[config.mk]
export PLATFORM = sky130hd
export DESIGN_NAME = tgsp_top
export DESIGN_NICKNAME = d
export VERILOG_FILES = /design/src/design/tgsp_pkg.sv /design/src/design/tgsp_top.sv /design/src/design/tgsp_sync.sv
export SDC_FILE = /design/constraint.sdc
export NUM_CORES = 1
export LEC_CHECK = 0
export BUFFER_PORTS_ARGS = -buffer_cell sky130_fd_sc_hd__buf_4
export CAP_MARGIN = 30
export CORE_MARGIN = 2
export CORE_UTILIZATION = 51
export CTS_CLUSTER_DIAMETER = 100
export DETAILED_ROUTE_END_ITERATION = 8
export PLACE_DENSITY = 0.78
export SETUP_SLACK_MARGIN = 0.2
export SLEW_MARGIN = 5
export SYNTH_ARGS = -nofsm -noshare
export SYNTH_HDL_FRONTEND = slang
export SYNTH_SLANG_ARGS = --single-unit
export TNS_END_PERCENT = 10
[constraint.sdc]
create_clock -name clk_i -period 2.7 [get_ports clk_i]
set_clock_uncertainty 0.2 [all_clocks]
set_input_delay 0.54 -clock clk_i [delete_from_list [all_inputs] [get_ports clk_i]]
set_output_delay 0.54 -clock clk_i [all_outputs]
set_load 0.02 [all_outputs]
[src/design/tgsp_pkg.sv]
// Package of constants for the timer gate single-pulse block.
package tgsp_pkg;
   // Register word offsets (byte addresses).
   localparam logic [3:0] ADR_GATE_CTRL = 4'h0;
   localparam logic [3:0] ADR_COUNT     = 4'h4;
   localparam logic [3:0] ADR_IRQ_STAT  = 4'h8;
   localparam logic [3:0] ADR_IRQ_MASK  = 4'hc;
   // Gate control register fields.
   localparam int GC_TIMER_ON      = 0;
   localparam int GC_GATE_EN       = 1;
   localparam int GC_GATE_POL      = 2;
   localparam int GC_TOGGLE        = 3;
   localparam int GC_SINGLE_PULSE  = 4;
   localparam int GC_ARM_DONE      = 5;
   localparam int GC_LEVEL         = 6;
   localparam int GC_WIDTH         = 7;
   // Interrupt status fields.
   localparam int IRQ_DONE         = 0;
   localparam int IRQ_OVERFLOW     = 1;
   localparam int IRQ_WIDTH        = 2;
   localparam int CNT_WIDTH        = 16;
   localparam logic [CNT_WIDTH-1:0] CNT_RESET = 16'h0000;
   localparam logic [CNT_WIDTH-1:0] CNT_MAX   = 16'hffff;
   // Cycles after reset before the synchronised gate holds a real pin sample.
   localparam logic [1:0]           SYNC_FILL = 2'h2;
endpackage

[src/design/tgsp_top.sv]
// Timer gate control with single-pulse and toggle modes, Wishbone registers.
//
// The register offsets and register access over Wishbone were chosen for this implementation.
`timescale 1ns/1ps
`default_nettype none
module tgsp_top (
   // Clock and reset
   input  wire logic        clk_i,
   input  wire logic        rst_i,
   // Wishbone slave
   input  wire logic        cyc_i,
   input  wire logic        stb_i,
   input  wire logic        we_i,
   input  wire logic [3:0]  adr_i,
   input  wire logic [3:0]  sel_i,
   input  wire logic [31:0] dat_i,
   output logic [31:0]      dat_o,
   output logic             ack_o,
   // Gate source and count clock enable from outside
   input  wire logic        gate_pin_i,
   input  wire logic        inc_tick_i,
   // Status outputs
   output logic             count_enable_o,
   output logic             irq_o
);
   typedef struct packed {
      logic [31:0]                    dat;
      logic                           ack;
      logic                           timer_on;
      logic                           gate_en;
      logic                           gate_pol;
      logic                           toggle;
      logic                           single_pulse;
      logic                           arm_done;
      logic                           armed_live;
      logic                           gate_prev;
      logic                           toggle_ff;
      logic                           cnt_en;
      logic [1:0]                     sync_fill;
      logic [tgsp_pkg::CNT_WIDTH-1:0] count;
      logic [tgsp_pkg::IRQ_WIDTH-1:0] irq_stat;
      logic [tgsp_pkg::IRQ_WIDTH-1:0] irq_mask;
      logic                           irq;
   } tgsp_st_t;

   tgsp_st_t st_r;
   tgsp_st_t st_nxt;
   logic     gate_sync;

   tgsp_sync u_sync (
      .clk_i (clk_i),
      .rst_i (rst_i),
      .d_i   (gate_pin_i),
      .q_o   (gate_sync)
   );

   function automatic logic [31:0] ctrl_word(input tgsp_st_t s);
      logic [31:0] w;
      w = '0;
      w[tgsp_pkg::GC_TIMER_ON]     = s.timer_on;
      w[tgsp_pkg::GC_GATE_EN]      = s.gate_en;
      w[tgsp_pkg::GC_GATE_POL]     = s.gate_pol;
      w[tgsp_pkg::GC_TOGGLE]       = s.toggle;
      w[tgsp_pkg::GC_SINGLE_PULSE] = s.single_pulse;
      w[tgsp_pkg::GC_ARM_DONE]     = s.arm_done;
      w[tgsp_pkg::GC_LEVEL]        = s.gate_prev;
      return w;
   endfunction

   logic gate_lvl;
   logic gate_rise;
   logic gate_ok;
   logic ctl;
   logic ctl_prev;
   logic req;
   logic wr;
   logic rd;
   logic new_sp;
   logic [31:0] wdat;
   logic [tgsp_pkg::IRQ_WIDTH-1:0] ev;

   always_comb begin
      st_nxt = st_r;
      ev     = '0;
      req    = cyc_i && stb_i && !st_r.ack;
      wr     = req && we_i && sel_i[0];
      rd     = req && !we_i;
      wdat   = dat_i;
      new_sp = st_r.single_pulse;
      // Polarity applied after synchronising; level is tracked regardless of gate enable.
      gate_ok = (st_r.sync_fill == tgsp_pkg::SYNC_FILL);
      if (!gate_ok) begin
         st_nxt.sync_fill = st_r.sync_fill + 2'h1;
      end
      // The synchroniser leaves reset holding zeros, not the pin; the last level stands until
      // real samples arrive, so the status bit shows no false level and no false edge follows reset.
      gate_lvl  = gate_ok ? (gate_sync ^ ~st_r.gate_pol) : st_r.gate_prev;
      gate_rise = gate_lvl && !st_r.gate_prev;
      st_nxt.gate_prev = gate_lvl;

      // Toggle flip-flop flips on each active edge of the gate.
      if (st_r.toggle && gate_rise) begin
         st_nxt.toggle_ff = !st_r.toggle_ff;
      end
      ctl      = st_r.toggle ? st_r.toggle_ff : st_r.gate_prev;
      ctl_prev = ctl;
      if (st_r.toggle && gate_rise) begin
         ctl = !st_r.toggle_ff;
      end else if (!st_r.toggle) begin
         ctl = gate_lvl;
      end

      // Arm takes effect only on the next incrementing edge.
      if (st_r.arm_done && inc_tick_i) begin
         st_nxt.armed_live = 1'b1;
      end
      // Trailing edge of the control (gate or toggled period) ends capture.
      if (st_r.single_pulse && st_r.arm_done && st_r.armed_live && ctl_prev && !ctl) begin
         st_nxt.arm_done   = 1'b0;
         st_nxt.armed_live = 1'b0;
         ev[tgsp_pkg::IRQ_DONE] = 1'b1;
      end

      if (!st_r.gate_en) begin
         st_nxt.cnt_en = st_r.timer_on;
      end else if (st_r.single_pulse) begin
         // Only an armed, live capture lets the gate count.
         st_nxt.cnt_en = st_r.timer_on && st_nxt.arm_done && st_nxt.armed_live && ctl;
      end else begin
         st_nxt.cnt_en = st_r.timer_on && ctl;
      end

      if (st_r.cnt_en && inc_tick_i) begin
         st_nxt.count = st_r.count + 1'b1;
         if (st_r.count == tgsp_pkg::CNT_MAX) begin
            ev[tgsp_pkg::IRQ_OVERFLOW] = 1'b1;
         end
      end

      st_nxt.ack = req;
      st_nxt.dat = '0;
      if (wr) begin
         case (adr_i)
            tgsp_pkg::ADR_GATE_CTRL: begin
               // The level bit is never written.
               st_nxt.timer_on     = wdat[tgsp_pkg::GC_TIMER_ON];
               st_nxt.gate_en      = wdat[tgsp_pkg::GC_GATE_EN];
               st_nxt.gate_pol     = wdat[tgsp_pkg::GC_GATE_POL];
               st_nxt.toggle       = wdat[tgsp_pkg::GC_TOGGLE];
               new_sp              = wdat[tgsp_pkg::GC_SINGLE_PULSE];
               st_nxt.single_pulse = new_sp;
               if (!wdat[tgsp_pkg::GC_TOGGLE]) begin
                  st_nxt.toggle_ff = 1'b0;
               end
               if (wdat[tgsp_pkg::GC_ARM_DONE] && !st_r.arm_done) begin
                  st_nxt.arm_done   = 1'b1;
                  st_nxt.armed_live = 1'b0;
               end
            end
            tgsp_pkg::ADR_COUNT: begin
               st_nxt.count = wdat[tgsp_pkg::CNT_WIDTH-1:0];
            end
            tgsp_pkg::ADR_IRQ_MASK: begin
               st_nxt.irq_mask = wdat[tgsp_pkg::IRQ_WIDTH-1:0];
            end
            default: begin
            end
         endcase
      end
      // Arming without single-pulse enable has no effect; leaving the mode disarms.
      if (!new_sp) begin
         st_nxt.arm_done   = 1'b0;
         st_nxt.armed_live = 1'b0;
      end

      if (rd) begin
         case (adr_i)
            tgsp_pkg::ADR_GATE_CTRL: st_nxt.dat = ctrl_word(st_r);
            tgsp_pkg::ADR_COUNT:     st_nxt.dat = {16'h0000, st_r.count};
            tgsp_pkg::ADR_IRQ_STAT: begin
               st_nxt.dat      = {30'h0, st_r.irq_stat};
               st_nxt.irq_stat = '0;
            end
            tgsp_pkg::ADR_IRQ_MASK:  st_nxt.dat = {30'h0, st_r.irq_mask};
            default:                 st_nxt.dat = '0;
         endcase
      end
      // A new event in the clearing cycle survives the read clear.
      st_nxt.irq_stat = st_nxt.irq_stat | ev;
      st_nxt.irq      = |(st_nxt.irq_stat & st_nxt.irq_mask);
   end

   always_ff @(posedge clk_i) begin
      if (rst_i) begin
         st_r <= '0;
      end else begin
         st_r <= st_nxt;
      end
   end

   assign dat_o          = st_r.dat;
   assign ack_o          = st_r.ack;
   assign count_enable_o = st_r.cnt_en;
   assign irq_o          = st_r.irq;
endmodule
`default_nettype wire

[src/design/tgsp_sync.sv]
// Two-flop synchroniser for the external gate pin.
`timescale 1ns/1ps
`default_nettype none
module tgsp_sync (
   // Clock and reset
   input  wire logic clk_i,
   input  wire logic rst_i,
   // Data
   input  wire logic d_i,
   output logic      q_o
);
   typedef struct packed {
      logic s1;
      logic s2;
   } tgsp_sync_st_t;
   tgsp_sync_st_t st_r;
   tgsp_sync_st_t st_nxt;

   always_comb begin
      st_nxt    = st_r;
      st_nxt.s1 = d_i;
      st_nxt.s2 = st_r.s1;
   end

   always_ff @(posedge clk_i) begin
      if (rst_i) begin
         st_r <= '0;
      end else begin
         st_r <= st_nxt;
      end
   end

   assign q_o = st_r.s2;
endmodule
`default_nettype wire

==> impl_metrics.yaml, run 1 <==
run_status:
  status: "completed"
power_and_ir_drop:
  leakagePower_nw: 1.09
  cellPowerDensity_nw_per_um2: 500
  irDropWorstVdd_uv: 327
die:
  start_util: 0.536
  core-area_um2: 4790
  die_x_um: 74.9
  fp-row-count: 25
  die_area_um2: 5620
  ioPinCount: 82
  dieHeight_um: 74.9
grt:
  antenna_found_initial: 0
  grt_pass1_vias: 1731
  grt_pass1_wl_um: 8020
  grt_overflow: 0
  grt_max_degree: 35
  grt_usage: 0.192
synthesis:
  ys.flop_type: "dfxtp_1"
  netlist_instances: 279
  yosys_warnings: 0
  async_flop_share: 0
  synthDistinctLibCells: 50
  seq_area_frac_synth: 0.406
  synth_compound_area_frac: 0.135
  synth_top_family_by_area: "simple AND/OR/NAND/NOR gates"
  synth_enable_flop_cells: 0
  avgSynthCellArea_um2: 9.20
  ys_ff_latch: 52
  synthXorXnorAreaFrac: 0.0512
  netlist_area_um2: 2570
  synthMuxAreaShare: 0.0273
  yosys.area_share.simple: 0.250
  synth_adder_area_share: 0.00975
clock_network:
  clock-sinks: 52
  cts_resized: 0
  hold_buffers: 0
  cts_made_buffers: 5
  htreeDepth: 2
  cts_root_buf: "clkbuf_8"
  clock_latency_ns: 0.31
  clk_path_buf_depth: 2
  post_cts_buffers: 0
  cts_tree: "yes"
  clk_pin_slew_worst_paths_ns: 0.10
worst_hold_path:
  hp-class: "reg -> reg"
sta:
  period_share: 0.748
  rsz0062_at_grt: "false"
  max_freq_ghz: 0.495
  setup_ws_ns: 0.681
  final_max_slew_viol_count: 0
  whs_ns: 0.248
  finalSetupViolCount: 0
  finalSetupTns_ns: 0
  finalHoldViolCount: 0
  fin_crit_ns: 2.02
route:
  wl_per_cell_um: 13.4
  drt_iter0_drc: 126
  drc: 0
  via_per_inst: 5.45
  first_pass_iters: 6
  vias: 2065
  wl_um: 5100
  detail-route-antenna-nets: 0
placement:
  io_buffer_count: 46
  dpl.hpwl_um: 3810
  gp_congestion: 0.789
  placed_cells: 371
  dpl_worst_slack_ns: 0.456
cells_and_area:
  layout.cells.non_filler: 379
  drive_gt1_frac: 0.224
  antenna_cells: 0
  final_cell_mix: "dfxtp_1, buf_4, nor2_1"
  final_common_cell: "dfxtp_1"
  final_nets: 360
  areaGrowthSynthToFinish_pct: 13.3
worst_setup_path:
  crit_type: "reg -> reg"
  critPathMaxFanout: 4
  cp.arrival_ns: 2.07
  worstSetupEndpointType: "flip-flop"
  required_ns: 2.75
  cp-start-kind: "flip-flop"
flow_run:
  max_cap_violations: 0
[report_power, final]
group / switching [mW] / internal (mW) / total, mW / leakage [nW]
clock: 0.269 / 0.184 / 0.452 / 0.0404
combinational: 0.114 / 0.0831 / 0.197 / 0.630
sequential: 0.0158 / 0.789 / 0.805 / 0.420
[stage by stage]
stage	util	instance area, µm²	power, mW
floorplan	-	2620	0.969
global placement	0.588	2820	1.01
detailed placement	0.588	2820	1.02
CTS	0.608	2910	1.47
global route	0.608	2910	1.53
finish	0.608	2910	1.45
[state kept, by name (all words and copies together), names as in the netlist]
| name | count |
|---|---|
| ack_o | 1 |
| st_r | 31 |
| count_enable_o | 1 |
| u_sync.st_nxt | 1 |
| dat_o | 16 |
| u_sync.q_o | 1 |
| irq_o | 1 |
[routing by layer]
metal  routed length (µm)  GRT usage  vias up  share of wire
met5                    0          0        -              0
met4                   98     0.0873        0          0.019
met3                  379     0.0549       11          0.074
met2                 2400      0.303       83           0.47
met1                 2210      0.244      952           0.43
li1                     -          -     1019              -
[Yosys cell counts, types with 2 or more instances]
cell type,instances,area share
ha_1,2,0.0097
buf_4,32,0.094
xnor2_1,12,0.041
and4_1,2,0.0068
nand4_1,3,0.0073
nor2b_1,3,0.0073
dfxtp_1,52,0.41
nor4b_1,2,0.0068
inv_1,9,0.013
o21ai_0,4,0.0078
a211oi_1,12,0.035
a22oi_1,9,0.026
and2_1,9,0.022
xor2_1,3,0.010
o31ai_1,2,0.0058
and3_1,3,0.0073
a21oi_1,6,0.012
mux2i_1,7,0.027
o211ai_1,2,0.0058
a31oi_1,5,0.012
nor4_1,5,0.012
nor2_1,34,0.050
or4b_1,2,0.0078
o31a_1,2,0.0068
or4_1,2,0.0058
nand2_1,11,0.016
nand3_1,9,0.018
clkbuf_1,9,0.013
or3_4,2,0.0088
nor3_1,4,0.0078
[worst max-delay path, stage by stage (launching register included)]
cell and delay, ns:
dfxtp_1 0.48, ha_1 0.21, nand3_1 0.13, or3_4 0.39, or4_1 0.40, a31oi_1 0.16
[area by class of cell]
cell class | instances | area [µm²]
Sequential cell | 52 | 1040
Inverter | 9 | 33.8
Clock inverter | 3 | 23.8
Tap cell | 67 | 83.8
Clock buffer | 5 | 68.8
Multi-Input combinational cell | 192 | 1270
Fill cell | 436 | 1880
Timing Repair Buffer | 51 | 383
[worst paths after layout]
check | startpoint | to | slack (ns) | cells past startpoint
worst min register to register | u_sync.st_nxt[0]$_SDFF_PP0_ | u_sync.q_o$_SDFF_PP0_ | 0.25 | 1
worst max register to register | st_r[5]$_SDFF_PP0_ | st_r[19]$_SDFF_PP0_ | 0.68 | 5
worst max-delay path | st_r[5]$_SDFF_PP0_ | st_r[19]$_SDFF_PP0_ | 0.68 | 5
worst min-delay path | u_sync.st_nxt[0]$_SDFF_PP0_ | u_sync.q_o$_SDFF_PP0_ | 0.25 | 1
[cells by family (layout without fill, tap and decap cells)]
family	Yosys count	in the layout
simple gates	104	104
flops	52	52
buf+inv	50	68
compound gates	48	48
xor+xnor	15	15
mux	7	7
fa+ha+maj	2	2
other cells	1	16
Note: power is estimated with default switching activity, not from simulation.
==> run 2: changes to the inputs <==
--- a/config.mk
+++ b/config.mk
@@ -5,6 +5,7 @@
 export SDC_FILE = /design/constraint.sdc
 export NUM_CORES = 1
 export LEC_CHECK = 0
+export ABC_AREA = 1
 export BUFFER_PORTS_ARGS = -buffer_cell sky130_fd_sc_hd__buf_4
 export CAP_MARGIN = 30
 export CORE_MARGIN = 2
==> constraint.sdc (replaced) <==
create_clock -name clk_i -period 2.1 [get_ports clk_i]
set_clock_uncertainty 0.2 [all_clocks]
set_input_delay 0.42 -clock clk_i [delete_from_list [all_inputs] [get_ports clk_i]]
set_output_delay 0.42 -clock clk_i [all_outputs]
set_load 0.02 [all_outputs]
==> impl_metrics.yaml, run 2 <==
synthesis:
  netlist_instances: 339
  yosysTopAreaCell: "dfxtp_1"
  yosys_warnings: 0
  synth_top_area_frac: 0.402
  ys_ff_latch: 52
  synth_enable_flop_cells: 0
  avgSynthCellArea_um2: 7.64
  synthDistinctLibCells: 37
  synth_area_leaders: "dfxtp_1, buf_4, inv_1"
  netlist_area_um2: 2590
  synth_commonest_cells: "dfxtp_1, inv_1, nand2_1"
  seq_area_frac_synth: 0.402
  ys.flop_type: "dfxtp_1"
  post-synth-top-count-cell: "dfxtp_1"
  async_flop_share: 0
clock_network:
  clk_path_buf_depth: 2
  clock_latency_ns: 0.31
  cts_tree: "yes"
  htreeDepth: 2
  cts_made_buffers: 5
  clk_pin_slew_worst_paths_ns: 0.09
  clock-sinks: 52
  cts_root_buf: "clkbuf_8"
route:
  first_pass_iters: 4
  wl_per_cell_um: 11.8
  drc: 0
  drt_iter0_drc: 95
  via_per_inst: 4.85
  wl_um: 5150
  vias: 2126
  detail-route-antenna-nets: 0
placement:
  io_buffer_count: 46
  place_area_um2: 2800
  dpl.hpwl_um: 3780
  gp_congestion: 0.862
worst_setup_path:
  worstSetupEndpointType: "flip-flop"
  slowest_stage: "dfxtp_2"
  crit_type: "reg -> reg"
  startpoint: "st_r[5]$_SDFF_PP0_"
  critPathMaxStageDelay_ns: 0.37
  cp-start-kind: "flip-flop"
  critPathMaxFanout: 4
  worstPathCellList: "ha_1 > inv_1 > nor2_2 > nand4_1 > nor2_4 > nand2_1 > o21ai_1 > nand2_1 > a21oi_1"
  worstReg2RegStart: "st_r[5]$_SDFF_PP0_"
  cp.arrival_ns: 1.88
  critPathMostFrequentCell: "nand2_1"
  required_ns: 2.14
cells_and_area:
  nFillCells: 463
  fin_area_um2: 2940
  final_common_cell: "inv_1"
  final_nets: 419
  largest-register: "st_r"
  multi_input_area_um2: 1130
  fin_util: 0.611
  largest_register_ffs: 31
  ff_latch_area_um2: 1050
  drive_gt1_frac: 0.237
  antenna_cells: 0
  final_cell_mix: "inv_1, buf_4, dfxtp_1"
  areaGrowthSynthToFinish_pct: 13.6
die:
  core-area_um2: 4820
  ioPinCount: 82
  start_util: 0.538
  dieHeight_um: 75.3
  die_area_um2: 5670
  die_x_um: 75.3
  fp-row-count: 25
sta:
  max_freq_ghz: 0.544
  final_max_slew_viol_count: 0
  timing.slew.headroom: 0.586
  finalSetupViolCount: 0
  finalHoldViolCount: 0
  worst-slew-pin-transition_ns: 0.621
  whs_ns: 0.104
  finalSetupTns_ns: 0
  period_share: 0.876
  rsz0062_at_grt: "true"
  fin_crit_ns: 1.84
grt:
  grt_pass1_wl_um: 8100
  grt_max_degree: 30
  antenna_found_initial: 0
  grt_overflow: 0
  grt_pass1_vias: 1930
  grt_usage: 0.188
worst_hold_path:
  hold_path_startpoint: "gate_pin_i"
  hp-class: "in -> reg"
run_status:
  status: "completed"
flow_run:
  max_cap_violations: 0
power_and_ir_drop:
  irDropWorstVdd_uv: 438
  cellPowerDensity_nw_per_um2: 655
  power_mw: 1.93
  leakagePower_nw: 1.28
[run 2: cell types whose count changed in the layout (fill, tap and decap cells not counted), moves of 9 or more]
cell,change
a22oi_1,-9
inv_1,+42
nor2_1,-12
xnor2_1,-12
and2_1,-9
a21oi_1,+12
a211oi_1,-12
nand2_1,+33
o21ai_0,+17
nand3_1,+12
[run 2: power breakdown]
part | switching (mW) | total, mW | leakage, nW | internal [mW]
Combinational | 0.128 | 0.212 | 0.802 | 0.0834
Clock | 0.330 | 0.683 | 0.0541 | 0.353
Sequential | 0.0209 | 1.03 | 0.422 | 1.01
[run 2: path summary, 6_finish.rpt]
check	slack [ns]	cells after the start	end
worst max-delay path	0.26	9	st_r[19]$_SDFF_PP0_
worst min-delay path	0.10	3	u_sync.st_nxt[0]$_SDFF_PP0_
worst max register to register	0.26	9	st_r[19]$_SDFF_PP0_
worst min register to register	0.21	2	u_sync.q_o$_SDFF_PP0_
[run 2: stage by stage]
step,instances,setup WS [ns]
CTS,437,0.219
floorplan,354,0.378
detailed placement,429,0.124
global placement,429,0.161
global route,438,0.159
finish,438,0.261
[run 2: cell families after synthesis]
| family | Yosys count | share of synthesized area |
|---|---|---|
| AND/OR/NAND/NOR | 124 | 0.236 |
| buffers and inverters | 94 | 0.194 |
| AO/OA/AOI/OAI | 58 | 0.130 |
| other | 1 | 0.00145 |
| XOR/XNOR | 8 | 0.0270 |
| adder cells (fa/ha/maj) | 2 | 0.00966 |
| flip-flops | 52 | 0.402 |
[run 2: routing by layer]
metal,GRT usage,vias to the layer above,part of all wire
li1,-,1100,-
met5,0,-,0
met3,0.0428,11,0.050
met4,0.0819,0,0.020
met2,0.312,64,0.47
met1,0.232,951,0.46
[run 2: what timing repair did]
item | 4_1_cts | 5_1_grt
pin swaps | 0 | 2
hold buffers | 0 | 0
setup endpoints to repair | 2 | 10
resized for setup | 1 | 9
buffers inserted | 0 | 1
cloned | 0 | 0
[run 2: final cells by class]
type	count	share of cell area
Multi-Input combinational cell	208	0.383
Clock inverter	3	0.0145
Inverter	53	0.0676
Sequential cell	52	0.356
Clock buffer	5	0.0234
Timing Repair Buffer	50	0.128
Tap cell	67	0.0285
[run 2: critical path, delay by kind of cell, from the launching register on]
family                   cells  cell delay, ns
adder cells (fa/ha/maj)      1            0.15
AO/OA/AOI/OAI                2            0.26
buffers and inverters        1            0.04
AND/OR/NAND/NOR              5            0.75
flip-flops                   1            0.37
